<file path="config.mk">
export PLATFORM = sky130hd
export DESIGN_NAME = smc_switch_matrix
export DESIGN_NICKNAME = d
export VERILOG_FILES = /design/src/rtl/smc_pkg.sv /design/src/rtl/smc_switch_matrix.sv
export SDC_FILE = /design/constraint.sdc
export NUM_CORES = 1
export LEC_CHECK = 0
export ABC_CLOCK_PERIOD_IN_PS = 5400
export BUFFER_PORTS_ARGS = -buffer_cell sky130_fd_sc_hd__buf_2
export CAP_MARGIN = 10
export CORE_ASPECT_RATIO = 0.6
export CORE_MARGIN = 8
export CORE_UTILIZATION = 58
export DETAILED_ROUTE_END_ITERATION = 8
export GPL_TIMING_DRIVEN = 0
export PLACE_DENSITY_LB_ADDON = 0.15
export SLEW_MARGIN = 20
export SYNTH_ARGS = -nofsm -noshare
export SYNTH_HDL_FRONTEND = slang
export SYNTH_SLANG_ARGS = --single-unit
</file>
<file path="constraint.sdc">
create_clock -name ref_clk -period 5.4 [get_ports ref_clk]
set_clock_uncertainty 0.15 [all_clocks]
set_input_delay 0.54 -clock ref_clk [delete_from_list [all_inputs] [get_ports ref_clk]]
set_output_delay 0.54 -clock ref_clk [all_outputs]
set_load 0.01 [all_outputs]
</file>
<file path="src/rtl/smc_pkg.sv">
// constants and carrier types of the switch matrix control block
package smc_pkg;

  // register byte offsets
  localparam logic [15:0] SMC_CFG_OFF = 16'h200c;
  localparam logic [15:0] SMC_DRV_FULL_OFF = 16'h2150;
  localparam logic [15:0] SMC_NEG_FULL_OFF = 16'h2154;
  localparam logic [15:0] SMC_POS_FULL_OFF = 16'h2158;
  localparam logic [15:0] SMC_TIA_FULL_OFF = 16'h215c;
  localparam logic [15:0] SMC_DRV_STA_OFF = 16'h21b0;
  localparam logic [15:0] SMC_POS_STA_OFF = 16'h21b4;
  localparam logic [15:0] SMC_NEG_STA_OFF = 16'h21b8;
  localparam logic [15:0] SMC_TIA_STA_OFF = 16'h21bc;

  // reset values
  localparam logic [18:0] SMC_CFG_RST = 19'h0ffff;
  localparam logic [15:0] SMC_FULL_RST = 16'h0000;
  localparam logic [15:0] SMC_SW_RST = 16'h0000;

  // configuration field positions
  localparam int unsigned SMC_SEL_BIT = 16;
  localparam int unsigned SMC_T9_BIT = 17;
  localparam int unsigned SMC_T10_BIT = 18;
  localparam int unsigned SMC_TIA_LSB = 12;
  localparam int unsigned SMC_NEG_LSB = 8;
  localparam int unsigned SMC_POS_LSB = 4;
  localparam int unsigned SMC_DRV_LSB = 0;

  // switch positions inside each group vector
  localparam int unsigned SMC_T9_SW = 8;
  localparam int unsigned SMC_T10_SW = 9;
  localparam logic [15:0] SMC_TIA_CAL_SW = 16'h0800;
  localparam logic [15:0] SMC_NEG_LDO_B_SW = 16'h0800;
  localparam logic [15:0] SMC_POS_LDO_B_SW = 16'h1000;
  localparam logic [15:0] SMC_POS_CAL_SW = 16'h0001;
  localparam logic [15:0] SMC_DRV_CAL_SW = 16'h0001;

  // implemented bits of each per-switch register and group
  localparam logic [15:0] SMC_DRV_MASK = 16'h00ff;
  localparam logic [15:0] SMC_NEG_MASK = 16'h1fff;
  localparam logic [15:0] SMC_POS_MASK = 16'h1fff;
  localparam logic [15:0] SMC_TIA_MASK = 16'h08ff;

  typedef struct packed {
    logic [15:0] drv;
    logic [15:0] neg;
    logic [15:0] pos;
    logic [15:0] tia;
  } smc_switch_type;

  typedef struct packed {
    logic [18:0] cfg;
    smc_switch_type full;
    smc_switch_type sw;
    logic [31:0] rdata;
  } smc_state_type;

endpackage

</file>
<file path="src/rtl/smc_switch_matrix.sv">
// register bank and enable logic of the switch matrix
//
// Decided for this implementation: the address-and-strobe port.
`timescale 1ns/1ps
`default_nettype none
module smc_switch_matrix
  import smc_pkg::*;
(
  input wire logic ref_clk,
  input wire logic rst,
  input wire logic [15:0] bus_addr,
  input wire logic [31:0] bus_wdata,
  input wire logic bus_wr,
  input wire logic bus_rd,
  output logic [31:0] bus_rdata,
  output smc_switch_type sw_enable
);

  smc_state_type st_reg;
  smc_state_type st_next;

  // one-hot vector for a switch position
  function automatic logic [15:0] one_hot(input logic [3:0] pos);
    one_hot = 16'h0001 << pos;
  endfunction

  // drive group decode
  function automatic logic [15:0] dec_drv(input logic [3:0] code);
    logic [15:0] v;
    v = 16'h0000;
    case (code)
      4'h1: v = SMC_DRV_CAL_SW;
      4'h2, 4'h3, 4'h4, 4'h5, 4'h6, 4'h7, 4'h8: begin
        v = one_hot(code - 4'h1);
      end
      4'h9: v = SMC_DRV_MASK;
      default: v = 16'h0000;
    endcase
    return v;
  endfunction

  // tia group decode, ninth and tenth switch excluded
  function automatic logic [15:0] dec_tia(input logic [3:0] code);
    logic [15:0] v;
    v = 16'h0000;
    case (code)
      4'h1, 4'h2, 4'h3, 4'h4: begin
        v = one_hot(code - 4'h1);
      end
      4'h8: v = SMC_TIA_CAL_SW;
      4'h9: v = SMC_TIA_MASK;
      default: v = 16'h0000;
    endcase
    return v;
  endfunction

  // negative group decode
  function automatic logic [15:0] dec_neg(input logic [3:0] code);
    logic [15:0] v;
    v = 16'h0000;
    case (code)
      4'h5, 4'h9: begin
        v = one_hot(code - 4'h1);
      end
      4'hb, 4'hc, 4'hd, 4'he: begin
        v = SMC_NEG_LDO_B_SW;
      end
      default: v = 16'h0000;
    endcase
    return v;
  endfunction

  // positive group decode
  function automatic logic [15:0] dec_pos(input logic [3:0] code);
    logic [15:0] v;
    v = 16'h0000;
    case (code)
      4'h1: v = SMC_POS_CAL_SW;
      4'h3, 4'h4, 4'h5, 4'h6, 4'h7, 4'h8, 4'h9, 4'hb: begin
        v = one_hot(code - 4'h1);
      end
      4'hd, 4'he: v = SMC_POS_LDO_B_SW;
      default: v = 16'h0000;
    endcase
    return v;
  endfunction

  // writes, read mux and switch selection
  always_comb begin
    st_next = st_reg;
    st_next.rdata = 32'h0000_0000;
    if (bus_wr) begin
      case (bus_addr)
        SMC_CFG_OFF: st_next.cfg = bus_wdata[18:0];
        SMC_DRV_FULL_OFF: begin
          st_next.full.drv = bus_wdata[15:0] & SMC_DRV_MASK;
        end
        SMC_NEG_FULL_OFF: begin
          st_next.full.neg = bus_wdata[15:0] & SMC_NEG_MASK;
        end
        SMC_POS_FULL_OFF: begin
          st_next.full.pos = bus_wdata[15:0] & SMC_POS_MASK;
        end
        SMC_TIA_FULL_OFF: begin
          st_next.full.tia = bus_wdata[15:0] & SMC_TIA_MASK;
        end
        default: st_next.cfg = st_reg.cfg;
      endcase
    end
    if (bus_rd) begin
      case (bus_addr)
        SMC_CFG_OFF: st_next.rdata = {13'h0000, st_reg.cfg};
        SMC_DRV_FULL_OFF: st_next.rdata = {16'h0000, st_reg.full.drv};
        SMC_NEG_FULL_OFF: st_next.rdata = {16'h0000, st_reg.full.neg};
        SMC_POS_FULL_OFF: st_next.rdata = {16'h0000, st_reg.full.pos};
        SMC_TIA_FULL_OFF: st_next.rdata = {16'h0000, st_reg.full.tia};
        SMC_DRV_STA_OFF: st_next.rdata = {16'h0000, st_reg.sw.drv};
        SMC_POS_STA_OFF: st_next.rdata = {16'h0000, st_reg.sw.pos};
        SMC_NEG_STA_OFF: st_next.rdata = {16'h0000, st_reg.sw.neg};
        SMC_TIA_STA_OFF: st_next.rdata = {16'h0000, st_reg.sw.tia};
        default: st_next.rdata = 32'h0000_0000;
      endcase
    end
    // path select between per-switch bits and group codes
    if (st_reg.cfg[SMC_SEL_BIT]) begin
      st_next.sw = st_reg.full;
    end else begin
      st_next.sw.drv = dec_drv(st_reg.cfg[SMC_DRV_LSB +: 4]);
      st_next.sw.neg = dec_neg(st_reg.cfg[SMC_NEG_LSB +: 4]);
      st_next.sw.pos = dec_pos(st_reg.cfg[SMC_POS_LSB +: 4]);
      st_next.sw.tia = dec_tia(st_reg.cfg[SMC_TIA_LSB +: 4]);
    end
    // ninth and tenth tia switches follow their own bits on both paths
    st_next.sw.tia[SMC_T9_SW] = st_reg.cfg[SMC_T9_BIT];
    st_next.sw.tia[SMC_T10_SW] = st_reg.cfg[SMC_T10_BIT];
  end

  // state register, all switches open at reset
  always_ff @(posedge ref_clk) begin
    if (rst) begin
      st_reg.cfg <= SMC_CFG_RST;
      st_reg.full <= {4{SMC_FULL_RST}};
      st_reg.sw <= {4{SMC_SW_RST}};
      st_reg.rdata <= 32'h0000_0000;
    end else begin
      st_reg <= st_next;
    end
  end

  // outputs straight from flip-flops
  assign bus_rdata = st_reg.rdata;
  assign sw_enable = st_reg.sw;

  // configuration comes out of reset at its documented value
  AST_CFG_RST: assert property (@(posedge ref_clk)
    $fell(rst) |-> st_reg.cfg == 19'h0ffff)
    else $error("config not at reset value");

  // per-switch registers come out of reset cleared
  AST_FULL_RST: assert property (@(posedge ref_clk)
    $fell(rst) |-> st_reg.full == 64'h0)
    else $error("per-switch registers not cleared");

  // group path drives the drive switches from the code
  AST_GROUP_PATH: assert property (@(posedge ref_clk) disable iff (rst)
    (!st_reg.cfg[16] && st_reg.cfg[3:0] == 4'h3)
    |=> sw_enable.drv == 16'h0004)
    else $error("drive code 3 did not close only D3");

  // per-switch path copies the registers
  AST_FULL_PATH: assert property (@(posedge ref_clk) disable iff (rst)
    st_reg.cfg[16] |=> sw_enable.neg == $past(st_reg.full.neg))
    else $error("per-switch path not followed");

  // per-switch writes stay away from switches while grouped
  AST_FULL_HIDDEN: assert property (@(posedge ref_clk) disable iff (rst)
    (!st_reg.cfg[16] && st_reg.cfg[3:0] == 4'hf) [*2]
    |=> sw_enable.drv == 16'h0000)
    else $error("per-switch bit leaked into group mode");

  // tenth tia switch follows bit 18 one cycle later
  AST_T10: assert property (@(posedge ref_clk) disable iff (rst)
    $rose(st_reg.cfg[18]) |=> sw_enable.tia[9] ##1 1'b1)
    else $error("tenth tia switch did not close");

  // ninth tia switch follows bit 17 one cycle later
  AST_T9: assert property (@(posedge ref_clk) disable iff (rst)
    $fell(st_reg.cfg[17]) |=> !sw_enable.tia[8])
    else $error("ninth tia switch did not open");

  // all-closed tia code leaves the ninth and tenth switches open
  AST_TIA_ALL: assert property (@(posedge ref_clk) disable iff (rst)
    (!st_reg.cfg[16] && st_reg.cfg[15:12] == 4'h9 && st_reg.cfg[18:17] == 2'b00)
    |=> sw_enable.tia == 16'h08ff)
    else $error("tia all-closed code wrong");

  // tia calibration code closes only the cal switch
  AST_TIA_CAL: assert property (@(posedge ref_clk) disable iff (rst)
    (!st_reg.cfg[16] && st_reg.cfg[15:12] == 4'h8 && st_reg.cfg[18:17] == 2'b00)
    |=> sw_enable.tia == 16'h0800)
    else $error("tia cal code wrong");

  // negative code 5 closes only N5
  AST_NEG_N5: assert property (@(posedge ref_clk) disable iff (rst)
    (!st_reg.cfg[16] && st_reg.cfg[11:8] == 4'h5)
    |=> sw_enable.neg == 16'h0010)
    else $error("negative code 5 wrong");

  // negative codes b to e close only the ldo tie switch
  AST_NEG_LDO: assert property (@(posedge ref_clk) disable iff (rst)
    (!st_reg.cfg[16] && st_reg.cfg[11:8] inside {[4'hb:4'he]})
    |=> sw_enable.neg == 16'h0800)
    else $error("negative ldo tie code wrong");

  // positive code 4 closes only P4
  AST_POS_P4: assert property (@(posedge ref_clk) disable iff (rst)
    (!st_reg.cfg[16] && st_reg.cfg[7:4] == 4'h4)
    |=> sw_enable.pos == 16'h0008)
    else $error("positive code 4 wrong");

  // status read returns the present switch state
  AST_STATUS: assert property (@(posedge ref_clk) disable iff (rst)
    (bus_rd && bus_addr == 16'h21b8)
    |=> bus_rdata == {16'h0000, $past(sw_enable.neg)})
    else $error("negative status read wrong");

  // drive code 9 closes every drive switch
  AST_DRV_ALL: assert property (@(posedge ref_clk) disable iff (rst)
    (!st_reg.cfg[16] && st_reg.cfg[3:0] == 4'h9)
    |=> sw_enable.drv == 16'h00ff)
    else $error("drive all-closed code wrong");

  // reserved bits of a per-switch register read zero
  AST_RSVD_ZERO: assert property (@(posedge ref_clk) disable iff (rst)
    (bus_rd && bus_addr == 16'h2150)
    |=> bus_rdata[31:8] == 24'h000000)
    else $error("reserved drive bits not zero");

  // reserved drive codes open the whole group
  AST_RSVD_CODE: assert property (@(posedge ref_clk) disable iff (rst)
    (!st_reg.cfg[16] && st_reg.cfg[3:0] inside {[4'ha:4'hf]})
    |=> sw_enable.drv == 16'h0000)
    else $error("reserved drive code closed a switch");

endmodule
`default_nettype wire

</file>
==> results_dict.tcl, run 1 <==
set metrics [dict create \
    synthMuxAreaShare 0.0260 \
    synth_top_family_by_area "simple AND/OR/NAND/NOR gates" \
    rsz0062_at_grt "false" \
    synth-compound-area-share 0.145 \
    finalMaxSlewViolations 0 \
    outcome "finished clean" \
    vdd.ir_drop.worst_mv 0.218 \
    reg2regPathDepth 5 \
    post_cts_resized 0 \
    ys_types 53 \
    r2r_slack_ns 3.09 \
    worstSkewPairLatency_ns 0.42 \
    ys_top_cells_by_area "dfxtp_1, buf_4, nand2_1" \
    syn_to_final_growth_pct 22.8 \
    critPathMaxFanout 10 \
    grt_max_degree 17 \
    cp.buffers_inverters 3 \
    initial_core_util 0.589 \
    detail_route.iter0.violations 949 \
    dr_wl_met2_mm 9.77 \
    synth_xor_area_frac 0.00665 \
    crit_chain "buf_2 -> buf_2 -> or4b_1 -> nor4_1 -> nand2_1 -> clkbuf_1 -> nand2_1 -> a21oi_1" \
    synth_common_cells "nand2_1, dfxtp_1, buf_4, a21oi_1, nor2_1" \
    top_layer "met4" \
    wl_met1_mm 9.68 \
    synth.top_cell.area_share 0.441 \
    synth_flop_cell "dfxtp_1" \
    layout.nets 988 \
    grt_overflow 0 \
    min_to "st_reg[174]" \
    r2r-start "st_reg[176]" \
    synth-simple-area-share 0.237 \
    critPathCaptureType "register" \
    die_w_um 154 \
    p_clk_frac 0.510 \
    clock_path_buffers 2 \
    synthArstFlopShare 0 \
    critPathArrivalTime_ns 3.34 \
    p_sw_frac 0.214 \
    synth_area_leader_cell "dfxtp_1" \
    critPathMaxStageDelay_ns 0.85 \
    critPathTopFamily "simple AND/OR/NAND/NOR gates" \
    yosysMostFrequentCell "nand2_1" \
    n_antenna_cell 0 \
    antenna_found_initial 0 \
    htree_levels 4 \
    p_int_w 0.00190 \
    dp_hpwl_mm 18.1 \
    grt_pass1_vias 6235 \
    largest_reg_flops 64 \
    fp.coreArea_um2 11200 \
    combPwrFrac 0.043 \
    syn-instance-count 767 \
    max_cap_viol_count 0 \
    cts_root_buf "clkbuf_16" \
    required_ns 5.52 \
    hp-class "input port to register" \
    p_sw_w 0.000519 \
    finalWeightedCongestion 0.967 \
    postCtsSetupBuffers 0 \
    pwr-share-seq 0.447 \
    hold_buffers 0 \
    fin_setup_tns_ns 0 \
    cts_sinks 145 \
    synth-edff-count 0 \
    core.rowCount 30 \
    ant_nets 0 \
    wl_per_cell_um 22.2 \
    startpoint "bus_addr[2]" \
    finalWorstSetupSlack_ns 2.18 \
    slowest_stage "nor4_1" \
    ys_seq_elements 145 \
    crit_type "input port to register" \
    port-buffer-count 119 \
    grtUsageTotal 0.311 \
    p_leak_nw 3.53 \
    firstDrtPassIters 6 \
    startpoint_type "input port" \
    post-route-min-period_ns 3.22 \
    worst_pin_slew_ns 1.23 \
    finalSetupViolCount 0 \
    wl_met3_mm 4.46 \
    yosysWarnings 0 \
    hold_viol 0 \
    dieHeight_um 98.5 \
    r2r_end "sw_enable[55]" \
    cts_tree "yes" \
    drive_above_1_share 0.293 \
    avgSynthCellArea_um2 8.59 \
    multiInputGateArea_um2 2850 \
    p_per_area_nw_per_um2 299 \
    seq_area_frac_synth 0.441 \
    max-slew-margin-rel 0.175 \
    finalCritPeriodShare 0.597 \
    fmax_mhz 310 \
    ff_latch_area_um2 2900 \
    num_vias 6438 \
    min_from "bus_wdata[14]" \
    synthAdderAreaFrac 0 \
    cts_buffers 17 \
    drc 0 \
    syn-cell-area_um2 6590 \
    n_fill_cell 861 \
    clk_pin_slew_ns 0.06 \
    vias_per_cell 5.90 \
    ioPinCount 148 \
    whs_path_depth 3 \
    routed_wirelength_mm 24.2 \
    grt_pass1_wl_mm 36.1 \
    pre_cts_slack_ns 2.11 \
    dieArea_um2 15100 \
]
[cell type report]
cell class | count | share of cell area
timing repair buffer | 119 | 0.0736
multi-input combinational | 508 | 0.353
buffer | 145 | 0.117
tap | 144 | 0.0223
clock inverter | 10 | 0.0198
sequential | 145 | 0.359
clock buffer | 21 | 0.0557
[stage by stage]
stage / util / cells / area (um2) / hold slack, ns / power (W)
final: 0.723 / 1092 / 8090 / 0.186 / 0.00242
after global routing: 0.723 / 1092 / 8090 / 0.204 / 0.00247
after CTS: 0.723 / 1092 / 8090 / 0.182 / 0.00241
after detailed placement: 0.669 / 1061 / 7480 / 0.321 / 0.00121
after global placement: 0.669 / 1061 / 7480 / 0.304 / 0.00120
after floorplan: - / 798 / 6700 / 0.286 / 0.00116
[cells by family after synthesis]
group / Yosys count
AOI/OAI and AO/OA: 154
xor gates and xnor gates: 5
buffers and inverters: 145
DFF: 145
muxes: 15
other: 1
and+or+nand+nor: 302
[worst register-to-register path, cell delays in order (launching register included)]
cell and delay (ns):
dfxtp_1 0.31, clkbuf_1 0.25, clkbuf_1 0.49, buf_1 0.55
a21oi_1 0.15, nor2_1 0.29
[layer usage]
layer	GRT usage	vias up
li1	-	2859
met2	0.441	494
met3	0.155	46
met5	0	-
met4	0.0921	0
met1	0.406	3039
[cells in the final DEF (no fill, tap or decap), types with 10 or more instances in the layout]
cell type  netlist  layout
dfxtp_1        145     145
nor2_1          37      37
buf_4           98      98
a31oi_1         11      11
clkbuf_1        29      32
buf_2            8     127
a22oi_1         24      24
nand3b_1        18      18
clkbuf_16        0      17
nor2b_1         10      10
nor3_1          14      14
and2_1          17      17
a21oi_1         84      84
nand2_1        150     150
conb_1           1      32
[power groups by stage]
stage / logic (W) / registers, W / clock network (W)
finish: 0.000104 / 0.00108 / 0.00123
floorplan: 0.0000569 / 0.00110 / 0
global route: 0.000110 / 0.00108 / 0.00127
CTS: 0.000101 / 0.00108 / 0.00123
detailed placement: 0.0000994 / 0.00111 / 0
global placement: 0.0000974 / 0.00110 / 0
[worst max-delay path by stage]
stage | slack, ns | cells after the start | endpoint
floorplan | 3.03 | 7 | st_reg[114]
global placement | 2.11 | 8 | st_reg[137]
detailed placement | 2.11 | 8 | st_reg[133]
CTS | 2.45 | 8 | st_reg[131]
global route | 2.07 | 8 | st_reg[139]
finish | 2.18 | 8 | st_reg[140]
Power figures use the tool's default switching activity.
==> inputs of run 2 (changes only) <==
Settings changed: ABC_AREA set to 1, ABC_CLOCK_PERIOD_IN_PS 5400 to 2800, CORE_UTILIZATION 58 to 49.
Clock period 5.4 ns to 2.8 ns, I/O delays scaled along.
==> run 2 against run 1 <==
  * Combinational power increased by 110%
  * Synthesized cell count increased by 21%
  * Final cell count increased by 20%
  * Worst hold slack got worse by 0.17 ns
  * Power increased by 97%
  * Global-route usage decreased by 5.7 points
  * Worst setup slack got worse by 1.4 ns
  * Sequential power increased by 94%
  * Clock power increased by 100%
  * Largest cell class unchanged
  * Largest power group unchanged
  * Highest routed layer unchanged
==> results_dict.tcl, run 2 <==
set metrics [dict create \
    synth_area_leader_cell "dfxtp_1" \
    die_w_um 169 \
    cts_tree "yes" \
    finalWeightedCongestion 0.966 \
    fp.coreArea_um2 13700 \
    grt_max_degree 17 \
    post_cts_resized 0 \
    yosysWarnings 0 \
    whs_path_depth 3 \
    grtUsageTotal 0.254 \
    syn-instance-count 930 \
    synth_common_cells "dfxtp_1, nand3_1, nand2_1, buf_4, inv_1" \
    crit_type "register to register" \
    layout_commonest_cell "dfxtp_1" \
    post-route-min-period_ns 2.06 \
    cts_root_buf "clkbuf_16" \
    min_from "bus_wdata[8]" \
    synth-edff-count 0 \
    critPathArrivalTime_ns 2.22 \
    dp_hpwl_mm 17.7 \
    max-slew-margin-rel 0.333 \
    worstSkewPairLatency_ns 0.43 \
    vdd.ir_drop.worst_mv 0.440 \
    finalSetupViolCount 0 \
    final_cell_mix "dfxtp_1, buf_2, nand3_1" \
    htree_levels 4 \
    p_leak_nw 4.20 \
    rsz0062_at_grt "false" \
    cts_buffers 17 \
    clock_path_buffers 2 \
    dieHeight_um 108 \
    pwr-share-seq 0.439 \
    fmax_mhz 485 \
    detail_route.iter0.violations 828 \
    finalCritPeriodShare 0.736 \
    critPathMaxFanout 10 \
    seq_area_frac_synth 0.423 \
    p_clk_frac 0.517 \
    startpoint_type "register" \
    largest_reg_flops 64 \
    ys_types 34 \
    fin_setup_tns_ns 0 \
    min_to "st_reg[168]" \
    syn-cell-area_um2 6870 \
    r2r_slack_ns 0.74 \
    dieArea_um2 18200 \
    critPathCaptureType "register" \
    drive_above_1_share 0.264 \
    ant_nets 0 \
    placed_cells 1273 \
    avgSynthCellArea_um2 7.38 \
    required_ns 2.96 \
    num_vias 6866 \
    grt_overflow 0 \
    n_antenna_cell 0 \
    port-buffer-count 120 \
    vias_per_cell 5.23 \
    routed_wirelength_mm 23.4 \
    synth.top_cell.area_share 0.423 \
    stdcell_count 1314 \
    core.rowCount 33 \
    yosysMostFrequentCell "dfxtp_1" \
    ys_top_cells_by_area "dfxtp_1, buf_4, nand3_1" \
    grt_pass1_vias 6280 \
    antenna_found_initial 0 \
    grt_pass1_wl_mm 35.3 \
    synthArstFlopShare 0 \
    combPwrFrac 0.045 \
    outcome "finished clean" \
    p_int_w 0.00367 \
    firstDrtPassIters 6 \
    r2r_end "sw_enable[6]" \
    ys_seq_elements 145 \
    syn_to_final_growth_pct 24.5 \
    p_total_w 0.00476 \
    ioPinCount 148 \
    cts_sinks 145 \
    finalMaxSlewViolations 0 \
    r2r-start "st_reg[176]" \
    reg2regPathDepth 4 \
    p_sw_w 0.00109 \
    p_sw_frac 0.229 \
    hp-class "input port to register" \
    drc 0 \
    worst_pin_slew_ns 0.997 \
    synth_flop_cell "dfxtp_1" \
    layout.nets 1161 \
    max_cap_viol_count 0 \
    hold_viol 0 \
    wl_per_cell_um 17.8 \
    initial_core_util 0.502 \
    p_per_area_nw_per_um2 556 \
    clk_pin_slew_ns 0.07 \
]
run 2: changes by cell type after synthesis, moves of 10 or more:
| cell | before | now |
|---|---|---|
| nand3_1 | 3 | 127 |
| inv_1 | 0 | 102 |
| o21ai_0 | 6 | 56 |
| nor2_1 | 37 | 72 |
| nand2_1 | 150 | 118 |
| a22oi_1 | 24 | 0 |
| nand3b_1 | 18 | 0 |
| and2_1 | 17 | 2 |
| nand4_1 | 0 | 13 |
| clkbuf_1 | 29 | 18 |
| a31oi_1 | 11 | 1 |
| nor2b_1 | 10 | 0 |
run 2: cell type report:
cell class                 instances  area [um2]
clock buffer                      18         429
timing repair buffer             129         691
fill                            1264        5120
sequential                       145        2900
tap                              192         240
inverter                         109         410
clock inverter                    14         204
buffer                           138         958
multi-input combinational        569        2710
run 2: kinds of logic (layout without fill, tap and decap cells):
kind of cell              Yosys count  count (layout)  synth area share
and+or+nand+nor                   376             376             0.252
other                               1              32          0.000546
buffers and inverters             247             408             0.199
DFF                               145             145             0.423
AOI/OAI and AO/OA                 160             160             0.124
xor gates and xnor gates            1               1           0.00128
run 2: per-stage QoR:
| stage | instance area [um2] | worst slack (ns) | utilization | hold WS, ns |
|---|---|---|---|---|
| after CTS | 8550 | 0.856 | 0.625 | 0.00202 |
| after global placement | 7820 | 0.621 | 0.572 | 0.303 |
| after detailed placement | 7820 | 0.621 | 0.572 | 0.307 |
| after global routing | 8550 | 0.657 | 0.625 | 0.0335 |
| final | 8550 | 0.740 | 0.625 | 0.0118 |
| after floorplan | 6980 | 1.24 | - | 0.243 |
run 2: worst max-delay path by stage:
stage               slack, ns       endpoint    startpoint
floorplan                1.24    st_reg[103]  bus_addr[15]
global placement         0.62   bus_rdata[3]           rst
detailed placement       0.62   bus_rdata[1]           rst
CTS                      0.86  sw_enable[28]   st_reg[176]
global route             0.66   sw_enable[6]   st_reg[176]
finish                   0.74   sw_enable[6]   st_reg[176]
run 2: repair_timing:
item	CTS	global route
buffers inserted	0	0
setup endpoints to repair	0	0
hold buffers	9	0
hold endpoints to repair	9	0
run 2: power groups by stage:
stage / combinational, W / clock [W] / sequential, W
final: 0.000214 / 0.00246 / 0.00209
after global routing: 0.000231 / 0.00255 / 0.00209
after CTS: 0.000208 / 0.00246 / 0.00209
after detailed placement: 0.000197 / 0 / 0.00213
after global placement: 0.000196 / 0 / 0.00213
after floorplan: 0.000111 / 0 / 0.00213
run 2: routing by layer:
metal | vias up | global-route usage | part of all wire
li1 | 3278 | - | -
met2 | 446 | 0.357 | 0.39
met1 | 3102 | 0.358 | 0.44
met5 | - | 0 | 0
met4 | 0 | 0.0704 | 0.019
met3 | 40 | 0.0912 | 0.15
run 2: worst max-delay path: stages, from the launching register on:
cell and delay, ns:
dfxtp_1 0.45, clkbuf_1 0.46, clkbuf_1 0.51, nand2_1 0.11, a21oi_1 0.28
